$ cat config.mk
export PLATFORM = sky130hd
export DESIGN_NAME = tlm_top
export DESIGN_NICKNAME = d
export VERILOG_FILES = /design/src/design/tlm_sync2.v /design/src/design/tlm_half.v /design/src/design/tlm_top.v
export VERILOG_INCLUDE_DIRS = /design/src /design/src/design
export SDC_FILE = /design/constraint.sdc
export NUM_CORES = 1
export LEC_CHECK = 0
export BUFFER_PORTS_ARGS = -buffer_cell sky130_fd_sc_hd__buf_2
export CORE_MARGIN = 1
export CORE_UTILIZATION = 45
export DETAILED_ROUTE_END_ITERATION = 12
export GPL_TIMING_DRIVEN = 0
export HOLD_SLACK_MARGIN = 0.02
export SLEW_MARGIN = 20
export SYNTH_ARGS = -nofsm -noshare
export SYNTH_HDL_FRONTEND = slang
export SYNTH_SLANG_ARGS = --single-unit
$ cat constraint.sdc
create_clock -name mclk_i -period 3.1 [get_ports mclk_i]
set_clock_uncertainty 0.05 [all_clocks]
set_input_delay 0.31 -clock mclk_i [delete_from_list [all_inputs] [get_ports mclk_i]]
set_output_delay 0.31 -clock mclk_i [all_outputs]
set_load 0.01 [all_outputs]
$ cat src/design/tlm_map.vh
`ifndef TLM_MAP_VH
`define TLM_MAP_VH
// register word offsets (byte addresses, one 32-bit word each)
`define TLM_OFS_CFG      8'h00
`define TLM_OFS_CTL      8'h04
`define TLM_OFS_LOAD_A   8'h08
`define TLM_OFS_LOAD_B   8'h0C
`define TLM_OFS_MATCH_A  8'h10
`define TLM_OFS_MATCH_B  8'h14
`define TLM_OFS_PRE_A    8'h18
`define TLM_OFS_PRE_B    8'h1C
`define TLM_OFS_PMT_A    8'h20
`define TLM_OFS_PMT_B    8'h24
`define TLM_OFS_CNT_A    8'h28
`define TLM_OFS_CNT_B    8'h2C
`define TLM_OFS_STAT     8'h30
`define TLM_OFS_IMASK    8'h34
// config register fields
`define TLM_CFG_WIDE     0
`define TLM_CFG_MODE_A   2
`define TLM_CFG_MODE_B   4
`define TLM_CFG_STALL_A  6
`define TLM_CFG_STALL_B  7
// half modes, two bits each
`define TLM_MODE_PERIOD  2'h0
`define TLM_MODE_CAPCNT  2'h1
`define TLM_MODE_PWM     2'h2
// control register fields
`define TLM_CTL_EN_A     0
`define TLM_CTL_EN_B     1
// status bits: match a, timeout a, match b, timeout b
`define TLM_ST_MATCH_A   0
`define TLM_ST_TOUT_A    1
`define TLM_ST_MATCH_B   2
`define TLM_ST_TOUT_B    3
`define TLM_ST_W         4
`endif

$ cat src/design/tlm_sync2.v
`timescale 1ns/1ps
// two flip-flop synchroniser for one level from outside the clock domain
module tlm_sync2 (
  input  wire mclk_i,
  input  wire rst_i,
  input  wire d_i,
  output wire q_o
);
  reg meta_reg; // first stage, read only by the second
  reg sync_reg; // second stage, safe to use

  // plain shift of the level through two stages
  always @(posedge mclk_i) begin
    if (rst_i) begin
      meta_reg <= 1'b0;
      sync_reg <= 1'b0;
    end else begin
      meta_reg <= d_i;
      sync_reg <= meta_reg;
    end
  end

  assign q_o = sync_reg;
endmodule // tlm_sync2

$ cat src/design/tlm_half.v
`timescale 1ns/1ps
`include "tlm_map.vh"
// one counter half: prescaler above a down counter, match compare, pwm output
module tlm_half #(
  parameter CW = 16, // counter width
  parameter PW = 8   // prescale width
) (
  input  wire          mclk_i,
  input  wire          rst_i,
  input  wire          run_i,      // enabled, not stalled and not joined
  input  wire          use_pre_i,  // half-width mode: prescaler active
  input  wire [1:0]    mode_i,
  input  wire          load_i,     // load strobe from a software write
  input  wire [CW-1:0] load_val_i,
  input  wire [PW-1:0] pre_val_i,
  input  wire [CW-1:0] match_i,
  input  wire [PW-1:0] pmatch_i,
  output wire [CW-1:0] cnt_o,
  output wire [PW-1:0] pre_o,
  output wire          match_o,    // one-cycle pulse on match
  output wire          tout_o,     // one-cycle pulse on wrap
  output wire          pwm_o
);
  reg  [CW-1:0] cnt_reg;
  reg  [PW-1:0] pre_reg;
  reg           pwm_reg;
  wire [PW-1:0] pre_eff = use_pre_i ? pre_reg : {PW{1'b0}};
  wire [PW-1:0] pmt_eff = use_pre_i ? pmatch_i : {PW{1'b0}};
  // prescaler sits above the counter, so the pair is one extended count
  wire [PW+CW-1:0] ext_cnt = {pre_eff, cnt_reg};
  wire [PW+CW-1:0] ext_mt  = {pmt_eff, match_i};
  wire          at_zero = (ext_cnt == {(PW+CW){1'b0}});
  wire          hit     = run_i && (ext_cnt == ext_mt);

  // down count of the extended value; a load write takes effect at once
  always @(posedge mclk_i) begin
    if (rst_i) begin
      cnt_reg <= {CW{1'b1}};
      pre_reg <= {PW{1'b0}};
    end else if (load_i) begin
      cnt_reg <= load_val_i;
      pre_reg <= pre_val_i;
    end else if (run_i) begin
      if (at_zero) begin
        cnt_reg <= load_val_i;
        pre_reg <= pre_val_i;
      end else if (cnt_reg == {CW{1'b0}}) begin
        cnt_reg <= {CW{1'b1}};
        pre_reg <= use_pre_i ? pre_reg - 1'b1 : {PW{1'b0}};
      end else begin
        cnt_reg <= cnt_reg - 1'b1;
      end
    end
  end

  // pwm high from reload until the count falls to the match value
  always @(posedge mclk_i) begin
    if (rst_i) begin
      pwm_reg <= 1'b0;
    end else if (mode_i != `TLM_MODE_PWM) begin
      pwm_reg <= 1'b0;
    end else if (run_i && at_zero) begin
      pwm_reg <= 1'b1;
    end else if (hit) begin
      pwm_reg <= 1'b0;
    end
  end

  assign cnt_o   = cnt_reg;
  assign pre_o   = pre_reg;
  assign match_o = hit && (mode_i == `TLM_MODE_CAPCNT);
  assign tout_o  = run_i && at_zero && (mode_i == `TLM_MODE_PERIOD);
  assign pwm_o   = pwm_reg;
endmodule // tlm_half

$ cat src/design/tlm_top.v
// Summary of operation
// load write reloads running counter immediately
// load value reads back per half
// full-width accesses use half A only
// wide variant full-width gives 64-bit values
// capture count match raises interrupt event
// match value sets pwm duty cycle
// match value reads back, 64-bit when wide
// prescaler acts only in half-width mode
// prescale fields 8 or 16 bits wide
// prescale match extends match range
// prescaler and prescale match readable
// writes hit A, B or both; reads one
// stall enable stops counting in debug
// only enabled sources reach interrupt output
// prescaler forms top bits of count
//
// The address map and the address-and-strobe port were chosen for this implementation.
`timescale 1ns/1ps
`include "tlm_map.vh"
module tlm_top #(
  parameter HW = 16, // half width: 16 narrow, 32 wide variant
  parameter PW = 8   // prescale width: 8 narrow, 16 wide variant
) (
  input  wire        mclk_i,
  input  wire        rst_i,
  input  wire [7:0]  addr_i,
  input  wire [31:0] wdata_i,
  input  wire        wr_i,
  input  wire        rd_i,
  input  wire        both_i,   // write also targets half B
  input  wire        debug_i,  // processor halted, from another domain
  output reg  [31:0] rdata_o,
  output wire        pwm_a_o,
  output wire        pwm_b_o,
  output wire        irq_o
);
  localparam FW = 2 * HW; // joined full width
  localparam ONE_WORD = (FW <= 32); // joined value fits one bus word, reached via half a

  reg  [7:0]    cfg_reg;   // wide, modes, stall enables
  reg  [1:0]    ctl_reg;   // enables a and b
  reg  [HW-1:0] load_a_reg;
  reg  [HW-1:0] load_b_reg;
  reg  [HW-1:0] match_a_reg;
  reg  [HW-1:0] match_b_reg;
  reg  [PW-1:0] pre_a_reg;
  reg  [PW-1:0] pre_b_reg;
  reg  [PW-1:0] pmt_a_reg;
  reg  [PW-1:0] pmt_b_reg;
  reg  [`TLM_ST_W-1:0] stat_reg;
  reg  [`TLM_ST_W-1:0] imask_reg;
  reg  [FW-1:0] wcnt_reg;  // joined counter for full-width mode
  reg           ld_a_reg;
  reg           ld_b_reg;
  wire          dbg_s;
  wire [HW-1:0] cnt_a;
  wire [HW-1:0] cnt_b;
  wire [PW-1:0] pv_a;
  wire [PW-1:0] pv_b;
  wire          m_a;
  wire          m_b;
  wire          t_a;
  wire          t_b;

  // register decode shared by write and read paths
  function is_addr;
    input [7:0] a;
    input [7:0] ofs;
    begin
      is_addr = (a == ofs);
    end
  endfunction

  wire wide    = cfg_reg[`TLM_CFG_WIDE];
  wire [1:0] mode_a = cfg_reg[`TLM_CFG_MODE_A+1:`TLM_CFG_MODE_A];
  wire [1:0] mode_b = cfg_reg[`TLM_CFG_MODE_B+1:`TLM_CFG_MODE_B];
  wire stall_a = cfg_reg[`TLM_CFG_STALL_A] && dbg_s;
  wire stall_b = cfg_reg[`TLM_CFG_STALL_B] && dbg_s;
  wire run_a   = ctl_reg[`TLM_CTL_EN_A] && !stall_a && !wide;
  wire run_b   = ctl_reg[`TLM_CTL_EN_B] && !stall_b && !wide;
  wire run_w   = ctl_reg[`TLM_CTL_EN_A] && !stall_a && wide;
  wire wr_b    = wr_i && both_i;
  // upper half of a one-word joined value; zero on the wide variant
  wire [31:0] wd_hi = wdata_i >> HW;

  // debug level crosses in from the processor's domain
  tlm_sync2 u_dbg (
    .mclk_i (mclk_i),
    .rst_i  (rst_i),
    .d_i    (debug_i),
    .q_o    (dbg_s)
  );

  // half A, prescaler active only when not joined
  tlm_half #(.CW(HW), .PW(PW)) u_half_a (
    .mclk_i     (mclk_i),
    .rst_i      (rst_i),
    .run_i      (run_a),
    .use_pre_i  (!wide),
    .mode_i     (mode_a),
    .load_i     (ld_a_reg),
    .load_val_i (load_a_reg),
    .pre_val_i  (pre_a_reg),
    .match_i    (match_a_reg),
    .pmatch_i   (pmt_a_reg),
    .cnt_o      (cnt_a),
    .pre_o      (pv_a),
    .match_o    (m_a),
    .tout_o     (t_a),
    .pwm_o      (pwm_a_o)
  );

  // half B, independent in half-width mode
  tlm_half #(.CW(HW), .PW(PW)) u_half_b (
    .mclk_i     (mclk_i),
    .rst_i      (rst_i),
    .run_i      (run_b),
    .use_pre_i  (!wide),
    .mode_i     (mode_b),
    .load_i     (ld_b_reg),
    .load_val_i (load_b_reg),
    .pre_val_i  (pre_b_reg),
    .match_i    (match_b_reg),
    .pmatch_i   (pmt_b_reg),
    .cnt_o      (cnt_b),
    .pre_o      (pv_b),
    .match_o    (m_b),
    .tout_o     (t_b),
    .pwm_o      (pwm_b_o)
  );

  // joined value views: B holds the upper word in full-width mode
  wire [FW-1:0] wload  = {load_b_reg, load_a_reg};
  wire [FW-1:0] wmatch = {match_b_reg, match_a_reg};
  wire          w_zero = (wcnt_reg == {FW{1'b0}});
  wire          w_hit  = run_w && (wcnt_reg == wmatch) && (mode_a == `TLM_MODE_CAPCNT);
  wire          w_tout = run_w && w_zero && (mode_a == `TLM_MODE_PERIOD);

  // full-width counter, no prescaler in this mode
  always @(posedge mclk_i) begin
    if (rst_i) begin
      wcnt_reg <= {FW{1'b1}};
    end else if (ld_a_reg || ld_b_reg) begin
      wcnt_reg <= wload;
    end else if (run_w) begin
      wcnt_reg <= w_zero ? wload : wcnt_reg - 1'b1;
    end
  end

  // register writes; load writes also raise a reload strobe next cycle
  always @(posedge mclk_i) begin
    if (rst_i) begin
      cfg_reg     <= 8'h00;
      ctl_reg     <= 2'h0;
      load_a_reg  <= {HW{1'b1}};
      load_b_reg  <= {HW{1'b1}};
      match_a_reg <= {HW{1'b0}};
      match_b_reg <= {HW{1'b0}};
      pre_a_reg   <= {PW{1'b0}};
      pre_b_reg   <= {PW{1'b0}};
      pmt_a_reg   <= {PW{1'b0}};
      pmt_b_reg   <= {PW{1'b0}};
      imask_reg   <= {`TLM_ST_W{1'b0}};
      ld_a_reg    <= 1'b0;
      ld_b_reg    <= 1'b0;
    end else begin
      ld_a_reg <= 1'b0;
      ld_b_reg <= 1'b0;
      if (wr_i) begin
        if (is_addr(addr_i, `TLM_OFS_CFG)) begin
          cfg_reg <= wdata_i[7:0];
        end else if (is_addr(addr_i, `TLM_OFS_CTL)) begin
          ctl_reg <= wdata_i[1:0];
        end else if (is_addr(addr_i, `TLM_OFS_LOAD_A)) begin
          load_a_reg <= wdata_i[HW-1:0];
          ld_a_reg   <= 1'b1;
          if (wide && ONE_WORD) begin
            // narrow variant joined: the single word through half a fills both halves
            load_b_reg <= wd_hi[HW-1:0];
            ld_b_reg   <= 1'b1;
          end else if (wr_b) begin
            load_b_reg <= wdata_i[HW-1:0];
            ld_b_reg   <= 1'b1;
          end
        end else if (is_addr(addr_i, `TLM_OFS_LOAD_B)) begin
          load_b_reg <= wdata_i[HW-1:0];
          ld_b_reg   <= 1'b1;
        end else if (is_addr(addr_i, `TLM_OFS_MATCH_A)) begin
          match_a_reg <= wdata_i[HW-1:0];
          if (wide && ONE_WORD) begin
            match_b_reg <= wd_hi[HW-1:0];
          end else if (wr_b) begin
            match_b_reg <= wdata_i[HW-1:0];
          end
        end else if (is_addr(addr_i, `TLM_OFS_MATCH_B)) begin
          match_b_reg <= wdata_i[HW-1:0];
        end else if (is_addr(addr_i, `TLM_OFS_PRE_A)) begin
          pre_a_reg <= wdata_i[PW-1:0];
          if (wr_b) begin
            pre_b_reg <= wdata_i[PW-1:0];
          end
        end else if (is_addr(addr_i, `TLM_OFS_PRE_B)) begin
          pre_b_reg <= wdata_i[PW-1:0];
        end else if (is_addr(addr_i, `TLM_OFS_PMT_A)) begin
          pmt_a_reg <= wdata_i[PW-1:0];
          if (wr_b) begin
            pmt_b_reg <= wdata_i[PW-1:0];
          end
        end else if (is_addr(addr_i, `TLM_OFS_PMT_B)) begin
          pmt_b_reg <= wdata_i[PW-1:0];
        end else if (is_addr(addr_i, `TLM_OFS_IMASK)) begin
          imask_reg <= wdata_i[`TLM_ST_W-1:0];
        end
      end
    end
  end

  // event collection: each bit sticks; write one clears, a new event wins
  wire [`TLM_ST_W-1:0] evt = {t_b, m_b, (t_a | w_tout), (m_a | w_hit)};
  wire stat_clr = wr_i && is_addr(addr_i, `TLM_OFS_STAT);
  always @(posedge mclk_i) begin
    if (rst_i) begin
      stat_reg <= {`TLM_ST_W{1'b0}};
    end else begin
      stat_reg <= (stat_reg & ~(stat_clr ? wdata_i[`TLM_ST_W-1:0] : {`TLM_ST_W{1'b0}})) | evt;
    end
  end

  // only enabled sources reach the processor
  assign irq_o = |(stat_reg & imask_reg);

  // read mux; unmapped addresses read zero
  // in full-width mode the load, match and count B offsets return the upper half of the joined value
  always @(posedge mclk_i) begin
    if (rst_i) begin
      rdata_o <= 32'h00000000;
    end else if (rd_i) begin
      rdata_o <= 32'h00000000;
      if (is_addr(addr_i, `TLM_OFS_CFG)) begin
        rdata_o[7:0] <= cfg_reg;
      end else if (is_addr(addr_i, `TLM_OFS_CTL)) begin
        rdata_o[1:0] <= ctl_reg;
      end else if (is_addr(addr_i, `TLM_OFS_LOAD_A)) begin
        if (wide) begin
          rdata_o <= wload[31:0];
        end else begin
          rdata_o[HW-1:0] <= load_a_reg;
        end
      end else if (is_addr(addr_i, `TLM_OFS_LOAD_B)) begin
        rdata_o[HW-1:0] <= load_b_reg;
      end else if (is_addr(addr_i, `TLM_OFS_MATCH_A)) begin
        if (wide) begin
          rdata_o <= wmatch[31:0];
        end else begin
          rdata_o[HW-1:0] <= match_a_reg;
        end
      end else if (is_addr(addr_i, `TLM_OFS_MATCH_B)) begin
        rdata_o[HW-1:0] <= match_b_reg;
      end else if (is_addr(addr_i, `TLM_OFS_PRE_A)) begin
        rdata_o[PW-1:0] <= pv_a;
      end else if (is_addr(addr_i, `TLM_OFS_PRE_B)) begin
        rdata_o[PW-1:0] <= pv_b;
      end else if (is_addr(addr_i, `TLM_OFS_PMT_A)) begin
        rdata_o[PW-1:0] <= pmt_a_reg;
      end else if (is_addr(addr_i, `TLM_OFS_PMT_B)) begin
        rdata_o[PW-1:0] <= pmt_b_reg;
      end else if (is_addr(addr_i, `TLM_OFS_CNT_A)) begin
        if (wide) begin
          rdata_o <= wcnt_reg[31:0];
        end else begin
          rdata_o[HW-1:0] <= cnt_a;
        end
      end else if (is_addr(addr_i, `TLM_OFS_CNT_B)) begin
        rdata_o[HW-1:0] <= wide ? wcnt_reg[FW-1:HW] : cnt_b;
      end else if (is_addr(addr_i, `TLM_OFS_STAT)) begin
        rdata_o[`TLM_ST_W-1:0] <= stat_reg;
      end else if (is_addr(addr_i, `TLM_OFS_IMASK)) begin
        rdata_o[`TLM_ST_W-1:0] <= imask_reg;
      end
    end
  end
endmodule // tlm_top

==> impl_metrics.env, run 1 <==
export IMPL_synth_flop_cell="dfxtp_1"
export IMPL_grt_max_degree=13
export IMPL_p_switching_mw=1.749
export IMPL_worstPathCellList="buf_2 -> clkbuf_2 -> nor2_1 -> a211oi_1 -> nand4_1 -> or3b_2 -> a21oi_1"
export IMPL_outcome="complete, but fails checks"
export IMPL_core_area_um2=29800
export IMPL_swShare=0.2518
export IMPL_overflow=0
export IMPL_die_area_um2=31110
export IMPL_mostFrequentLayoutCells="232 x nand2_1, 232 x dfxtp_1, 166 x nor2_1, 129 x clkbuf_1, 110 x a21oi_1"
export IMPL_htree_levels=1
export IMPL_critical_path_slowest_cell="dfxtp_1"
export IMPL_multi_input_area_um2=8408
export IMPL_vias=15120
export IMPL_critPathMaxStageDelay_ns=0.62
export IMPL_share_comb_of_total_power=0.071
export IMPL_wire_per_inst_um=30.18
export IMPL_drv_cap=0
export IMPL_gp_congestion=1.047
export IMPL_power_frac_clock=0.491
export IMPL_period_minus_slack_ns=3.069
export IMPL_finalCritPeriodShare=0.9901
export IMPL_antenna_found_initial=2
export IMPL_syn_instance_count=1724
export IMPL_rsz0062_at_grt="false"
export IMPL_cts_root_buf="clkbuf_16"
export IMPL_hold_path_class="input pin to register"
export IMPL_yosys_register_bits=232
export IMPL_dpl_cell_area_um2=14560
export IMPL_syn_cell_area_um2=13680
export IMPL_powerDensity_nw_per_um2=439.6
export IMPL_chipHeight_um=176.4
export IMPL_hold_viol_final=0
export IMPL_cp_arrival_ns=3.50
export IMPL_viasPerCell=6.694
export IMPL_drive_above_1_share=0.1168
export IMPL_crit_fanout=10
export IMPL_synthToLayoutAreaGrowth_pct=15.43
export IMPL_dp_final_hpwl_um=50940
export IMPL_postRouteAntennaNets=0
export IMPL_start_util=0.4592
export IMPL_critPathLaunchType="register"
export IMPL_path_delay_family="simple AND/OR/NAND/NOR gates"
export IMPL_fin_area_um2=15790
export IMPL_critical_path_buf_inv_count=2
export IMPL_clk_path_buf_depth=3
export IMPL_report_final_setup_viol=0
export IMPL_intPower_mw=5.195
export IMPL_peakVddDrop_mv=0.4048
export IMPL_clock_latency_ns=0.55
export IMPL_first_iter_violations=1902
export IMPL_max_slew_margin=0.2010
export IMPL_die_w_um=176.4
export IMPL_synthArstFlopShare=0
export IMPL_synth_top_cell_area_share=0.3394
export IMPL_worst_slew_pin_slew_ns=1.199
export IMPL_cts_made_buffers=27
export IMPL_yosysSeqAreaShare=0.3394
export IMPL_drcViolationCount=2
export IMPL_synth_edff_count=0
export IMPL_leakagePower_nw=5.337
export IMPL_path_class="register to register"
export IMPL_firstDrtPassIters=10
export IMPL_cts_tree="built"
export IMPL_grt_pass1_vias=13920
export IMPL_io_pins=81
export IMPL_fillers=2924
export IMPL_avgSynthCellArea_um2=7.937
export IMPL_violations="design-rule violations"
export IMPL_syn_nets=1775
export IMPL_grt_pass1_wl_um=97230
export IMPL_drt_total_wl_um=68170
export IMPL_p_total_mw=6.944
export IMPL_critical_path_endpoint_type="register"
export IMPL_ys_types=81
export IMPL_cts_reportedPaths_clkPinSlew_ns=0.06
export IMPL_io_buffer_count=73
export IMPL_finalNetCount=1899
export IMPL_numClockSinks=232
export IMPL_slew_violations=0
export IMPL_yosys_warnings=0
export IMPL_gr_usage_all_layers=0.4332
export IMPL_fmax_mhz=325.8
export IMPL_yosysTopAreaCell="dfxtp_1"
export IMPL_placementRows=63
export IMPL_yosys_top_cells_area="dfxtp_1 34%, nand2_1 6.4%, mux2i_1 5.0%, nor2_1 4.7%, xnor2_1 4.5%"
export IMPL_cp_required_ns=3.53
export IMPL_p_seq_frac=0.437
export IMPL_regArea_um2=4644
## final cells by class
class / instances / area share
Tap cell: 390 / 0.03090
Buffer: 152 / 0.04056
Timing Repair Buffer: 98 / 0.03787
Multi-Input combinational cell: 1314 / 0.5324
Inverter: 23 / 0.005466
Sequential cell: 232 / 0.2941
Antenna cell: 2 / 0.0003169
Clock buffer: 38 / 0.04856
Clock inverter: 10 / 0.009903
## through the flow
stage                     hold WS [ns]  cells  setup slack [ns]  utilization  setup TNS [ns]
after floorplan                 0.3638   1724            0.4309            -               0
after global placement          0.3729   2187            -1.057       0.4879          -86.26
after detailed placement        0.3922   2188           -0.7576       0.4885          -43.85
after CTS                      0.02570   2259          0.002350       0.5286               0
after global routing           0.05064   2257          0.006160       0.5299               0
final                          0.04037   2259           0.03065       0.5301               0
## synthesized netlist by cell type, types with 30 or more instances
library cell and count:
a21oi_1 111, dfxtp_1 232, nand3_1 75, o21ai_0 65, xor2_1 31, nor2_1 171
nor3_1 40, a311oi_1 32, xnor2_1 70, mux2i_1 69, nor4_1 30, clkbuf_1 134
nand2_1 232
## timing repair
item	4_1_cts	5_1_grt
hold endpoints to repair	16	0
gates resized for setup	14	15
hold buffers	19	0
pin swaps	2	0
setup endpoints to repair	103	65
buffers inserted	5	0
## logic make-up (layout without fill, tap and decap cells)
kind of cell             Yosys count  count (layout)  share of synthesized area
adder cells (fa/ha/maj)            5               5                   0.004572
AND/OR/NAND/NOR                  672             672                     0.2341
buffers and inverters            178             321                    0.05258
AO/OA/AOI/OAI                    441             441                     0.2205
flip-flops                       232             232                     0.3394
other                              0               2                          0
multiplexers                      95              95                    0.08422
XOR/XNOR                         101             101                    0.06465
## worst register-to-register path: cells and delay by family, from the launching register on
| family | cells | cell delay (ns) |
|---|---|---|
| compound gates | 2 | 0.55 |
| simple gates | 3 | 0.98 |
| flops | 1 | 0.62 |
| buf+inv | 2 | 0.79 |
## per-layer routing
layer / part of all wire / wire length (um) / up-vias / global-route usage
met5: 0.00019 / 13 / - / 0
met4: 0.068 / 4666 / 2 / 0.2518
met3: 0.10 / 6969 / 240 / 0.08807
met2: 0.43 / 29080 / 1003 / 0.6588
met1: 0.40 / 27430 / 7292 / 0.5676
li1: - / - / 6584 / -
## power groups by stage
stage,clock [mW],sequential [mW],combinational [mW]
5_1_grt,3.54,3.04,0.507
4_1_cts,3.43,3.04,0.471
6_report,3.41,3.04,0.494
2_1_floorplan,0,3.10,0.217
3_3_place_gp,0,3.10,0.452
3_5_place_dp,0,3.10,0.451
## path summary, 6_finish.rpt
path,startpoint,to,slack (ns),depth (start not counted)
worst min-delay path,wdata_i[12],match_a_reg[12],0.04,3
worst max register to register,cfg_reg[0],stat_reg[2],0.03,7
worst max-delay path,cfg_reg[0],stat_reg[2],0.03,7
worst min register to register,u_dbg.meta_reg,u_dbg.q_o,0.41,1
No activity file was read; power rests on OpenSTA's default activity.
==> run 2, diff against run 1 <==
- CTS_BUF_LIST: unset -> sky130_fd_sc_hd__clkbuf_8
- GPL_TIMING_DRIVEN: 0 -> unset
==> impl_metrics.env, run 2 (synthesis results as in run 1) <==
export IMPL_outcome="complete, no violations"
export IMPL_powerDensity_nw_per_um2=400.4
export IMPL_peakVddDrop_mv=0.3585
export IMPL_leakagePower_nw=5.555
export IMPL_crit_fanout=24
export IMPL_chipHeight_um=176.4
export IMPL_fmax_mhz=346.5
export IMPL_overflow=0
export IMPL_final_common_cell="nand2_1"
export IMPL_worst_slack_ns=0.2141
export IMPL_grt_pass1_wl_um=87470
export IMPL_die_area_um2=31110
export IMPL_first_iter_violations=1633
export IMPL_cp_arrival_ns=3.28
export IMPL_dp_final_hpwl_um=43010
export IMPL_gp_congestion=1.029
export IMPL_wl_met2_um=25850
export IMPL_cts_setup_buffers=0
export IMPL_drive_above_1_share=0.1685
export IMPL_dp_slack_ns=0.2522
export IMPL_dp_cells=2140
export IMPL_drcViolationCount=0
export IMPL_fillers=2914
export IMPL_cp_required_ns=3.49
export IMPL_worst_hold_path_endpoint="match_a_reg[10]"
export IMPL_clock_latency_ns=0.57
export IMPL_vias=14460
export IMPL_gr_usage_all_layers=0.3789
export IMPL_critPathLaunchType="register"
export IMPL_antenna_found_initial=0
export IMPL_htree_levels=2
export IMPL_finalCritPeriodShare=0.9309
export IMPL_r2r_setup_slack_ns=0.21
export IMPL_p_total_mw=6.339
export IMPL_reg2reg_from="wcnt_reg[15]"
export IMPL_critical_path_endpoint_type="register"
export IMPL_worstHoldStart="wdata_i[10]"
export IMPL_postRouteAntennaNets=0
export IMPL_cts_root_buf="clkbuf_8"
export IMPL_regArea_um2=4646
export IMPL_fin_cells=2231
export IMPL_synthToLayoutAreaGrowth_pct=15.71
export IMPL_die_w_um=176.4
export IMPL_holdPathStages=3
export IMPL_clk_path_buf_depth=3
export IMPL_drt_total_wl_um=59220
export IMPL_fin_area_um2=15830
export IMPL_dr_max_layer_used="met4"
export IMPL_hold_viol_final=0
export IMPL_core_area_um2=29800
export IMPL_final_setup_tns_ns=0
export IMPL_cts_made_buffers=42
export IMPL_io_pins=81
export IMPL_grt_max_degree=101
export IMPL_report_final_setup_viol=0
export IMPL_reg2reg_to="wcnt_reg[20]"
export IMPL_viasPerCell=6.482
export IMPL_period_minus_slack_ns=2.886
export IMPL_numClockSinks=232
export IMPL_io_buffer_count=80
export IMPL_mostFrequentLayoutCells="232 x nand2_1, 231 x dfxtp_1, 170 x nor2_1, 110 x a21oi_1, 95 x buf_4"
export IMPL_cts_reportedPaths_clkPinSlew_ns=0.06
export IMPL_slew_violations=0
export IMPL_multi_input_area_um2=8373
export IMPL_wire_per_inst_um=26.54
export IMPL_rsz0062_at_grt="false"
export IMPL_finalNetCount=1864
export IMPL_path_class="register to register"
export IMPL_reg2regPathDepth=6
export IMPL_worst_slew_pin_slew_ns=0.8109
export IMPL_firstDrtPassIters=5
export IMPL_hold_ws_ns=0.04130
export IMPL_dpl_cell_area_um2=14820
export IMPL_max_slew_margin=0.4574
export IMPL_cts_tree="built"
export IMPL_wl_met1_um=24610
export IMPL_fin_util=0.5314
export IMPL_placementRows=63
export IMPL_hold_path_class="input pin to register"
export IMPL_start_util=0.4592
export IMPL_drv_cap=0
export IMPL_grt_pass1_vias=13300
export IMPL_wl_met3_um=5656
## run 2: cell count changes in the layout (fill, tap and decap cells not counted), sizes merged
| cell | before | now |
|---|---|---|
| clkdlybuf4s15 | 1 | 0 |
| inv | 23 | 34 |
| bufinv | 4 | 0 |
| clkinv | 5 | 6 |
| diode | 2 | 1 |
| buf | 99 | 181 |
| clkbuf | 169 | 53 |
## run 2: final cells by class
cell class	instances	share of cell area
Multi-Input combinational cell	1314	0.5288
Timing Repair Buffer	200	0.09033
Inverter	23	0.005453
Antenna cell	1	0.0001581
Tap cell	390	0.03082
Clock buffer	53	0.04607
Clock inverter	18	0.004900
Sequential cell	232	0.2934
## run 2: worst max path at each step
stage	from	to	slack (ns)	depth (start not counted)
after CTS	wcnt_reg[15]	wcnt_reg[20]	0.24	6
after global placement	wcnt_reg[15]	wcnt_reg[20]	0.24	6
final	wcnt_reg[15]	wcnt_reg[20]	0.21	6
after detailed placement	wcnt_reg[15]	wcnt_reg[20]	0.25	6
after global routing	u_half_b.cnt_o[9]	u_half_b.pre_o[5]	0.06	6
after floorplan	wcnt_reg[15]	wcnt_reg[23]	0.43	10
## run 2: layer usage
layer	vias to the layer above	global-route usage
li1	6526	-
met4	0	0.1871
met1	6927	0.5040
met5	-	0
met2	844	0.5886
met3	165	0.06826
## run 2: repair_timing
action / in CTS / in global routing
hold endpoints to repair: 30 / 0
setup endpoints to repair: 0 / 1
hold buffers: 19 / 0
resized for setup: 0 / 1
## run 2: where the power goes
group / switching [mW] / total [mW] / internal (mW)
clock network: 1.35 / 2.87 / 1.53
registers: 0.0242 / 3.03 / 3.01
logic: 0.290 / 0.434 / 0.144
## run 2: critical path, stage by stage, from the launching register on
cell	delay (ns)
dfxtp_1	0.31
or4_4	0.56
or4_4	0.56
or3_1	0.62
nand2_8	0.29
o21ai_0	0.11
or2_2	0.27
==> run 3, diff against run 2 <==
- CELL_PAD_IN_SITES_DETAIL_PLACEMENT: unset -> 2
- CELL_PAD_IN_SITES_GLOBAL_PLACEMENT: unset -> 2
- CORE_UTILIZATION: 45 -> 38
- PLACE_DENSITY_LB_ADDON: unset -> 0.1
==> impl_metrics.env, run 3 (synthesis results as in run 1) <==
export IMPL_outcome="complete, no violations"
export IMPL_critPathLaunchType="register"
export IMPL_vias=15290
export IMPL_finalNetCount=1896
export IMPL_drcViolationCount=0
export IMPL_max_slew_margin=0.4395
export IMPL_rsz0062_at_grt="false"
export IMPL_synthToLayoutAreaGrowth_pct=19.23
export IMPL_placementRows=69
export IMPL_worst_slew_pin_slew_ns=0.8385
export IMPL_reg2reg_from="u_half_b.cnt_o[10]"
export IMPL_final_common_cell="nand2_1"
export IMPL_dpl_cell_area_um2=14940
export IMPL_cts_reportedPaths_clkPinSlew_ns=0.06
export IMPL_overflow=0
export IMPL_r2r_setup_slack_ns=0.13
export IMPL_die_w_um=191.8
export IMPL_report_final_setup_viol=0
export IMPL_postRouteAntennaNets=0
export IMPL_critical_path_endpoint_type="register"
export IMPL_cts_tree="built"
export IMPL_cts_made_buffers=47
export IMPL_p_total_mw=7.117
export IMPL_finalCritPeriodShare=0.9592
export IMPL_swShare=0.2688
export IMPL_grt_pass1_vias=15720
export IMPL_peakVddDrop_mv=0.3339
export IMPL_worst_hold_path_endpoint="match_a_reg[4]"
export IMPL_reg2reg_to="u_half_b.cnt_o[2]"
export IMPL_antenna_found_initial=1
export IMPL_p_switching_mw=1.913
export IMPL_period_minus_slack_ns=2.973
export IMPL_drv_cap=0
export IMPL_share_comb_of_total_power=0.066
export IMPL_final_setup_tns_ns=0
export IMPL_hold_path_class="input pin to register"
export IMPL_chipHeight_um=191.8
export IMPL_grt_max_degree=63
export IMPL_fmax_mhz=336.3
export IMPL_numClockSinks=232
export IMPL_crit_fanout=9
export IMPL_htree_levels=2
export IMPL_mostFrequentLayoutCells="232 x nand2_1, 231 x dfxtp_1, 169 x nor2_1, 112 x buf_4, 110 x a21oi_1"
export IMPL_fillers=4025
export IMPL_slew_violations=0
export IMPL_reg2regPathDepth=6
export IMPL_die_area_um2=36770
export IMPL_fin_area_um2=16310
export IMPL_viasPerCell=6.532
export IMPL_drive_above_1_share=0.1788
export IMPL_firstDrtPassIters=6
export IMPL_start_util=0.3856
export IMPL_clock_latency_ns=0.65
export IMPL_dp_final_hpwl_um=50540
export IMPL_wire_per_inst_um=30.76
export IMPL_cts_root_buf="clkbuf_8"
export IMPL_cp_arrival_ns=3.42
export IMPL_leakagePower_nw=5.777
export IMPL_path_class="register to register"
export IMPL_clk_path_buf_depth=3
export IMPL_worstHoldStart="wdata_i[4]"
export IMPL_grt_pass1_wl_um=105500
export IMPL_first_iter_violations=1220
export IMPL_critPathLaunch="u_half_b.cnt_o[10]"
export IMPL_diodes=0
export IMPL_cp_required_ns=3.55
export IMPL_fin_util=0.4598
export IMPL_powerDensity_nw_per_um2=436.2
export IMPL_hold_viol_final=0
export IMPL_gp_congestion=0.9740
export IMPL_drt_total_wl_um=71980
export IMPL_io_pins=81
export IMPL_intPower_mw=5.204
export IMPL_io_buffer_count=80
export IMPL_holdPathStages=3
export IMPL_p_seq_frac=0.426
export IMPL_cts_resized=0
export IMPL_core_area_um2=35480
export IMPL_gr_usage_all_layers=0.3908
export IMPL_power_frac_clock=0.508
-- run 3: cell type report --
type	count	area, um^2	area share
sequential	232	4646	0.2848
tap	461	576.8	0.03536
clock inverter	24	214.0	0.01311
inverter	23	86.33	0.005292
clock buffer	59	812.0	0.04977
timing repair buffer	227	1613	0.09886
multi-input combinational	1314	8367	0.5128
-- run 3: timing repair --
action / in CTS / in global routing
endpoints found under the hold margin: 54 / 0
setup buffers: 0 / 0
hold buffers: 35 / 0
-- run 3: stage by stage --
step                std cells  setup slack, ns  hold slack, ns
floorplan                1724           0.4309          0.3638
CTS                      2340           0.1963         0.03277
global route             2340          0.02066         0.08721
detailed placement       2222           0.1974          0.4142
finish                   2340           0.1265         0.07338
global placement         2222           0.3147          0.3830
-- run 3: power by group through the flow --
stage | Combinational (mW) | Clock [mW] | Sequential, mW
floorplan | 0.217 | 0 | 3.10
global placement | 0.414 | 0 | 3.10
detailed placement | 0.424 | 0 | 3.10
CTS | 0.454 | 3.64 | 3.03
global route | 0.488 | 3.75 | 3.04
finish | 0.467 | 3.61 | 3.04
-- run 3: worst max-delay path by stage --
stage                                     to  slack [ns]  cells past startpoint
after CTS                 u_half_b.cnt_o[15]        0.20                      6
after global placement    u_half_b.cnt_o[15]        0.31                      6
after detailed placement   u_half_b.cnt_o[2]        0.20                      6
after floorplan                 wcnt_reg[23]        0.43                     10
final                      u_half_b.cnt_o[2]        0.13                      6
after global routing      u_half_b.cnt_o[14]        0.02                      6
-- run 3: layer usage --
metal | GRT usage | routed length, um
met1 | 0.5057 | 30210
met5 | 0.001374 | 0
met4 | 0.2118 | 4000
met3 | 0.05207 | 4657
met2 | 0.6282 | 33120
-- run 3: worst max-delay path, cell delays in order (launching register included) --
cell	delay, ns
dfxtp_1	0.36
or4_1	0.59
or4_1	0.66
nor4_2	0.49
nor2_1	0.32
o32ai_1	0.23
o21ai_0	0.15
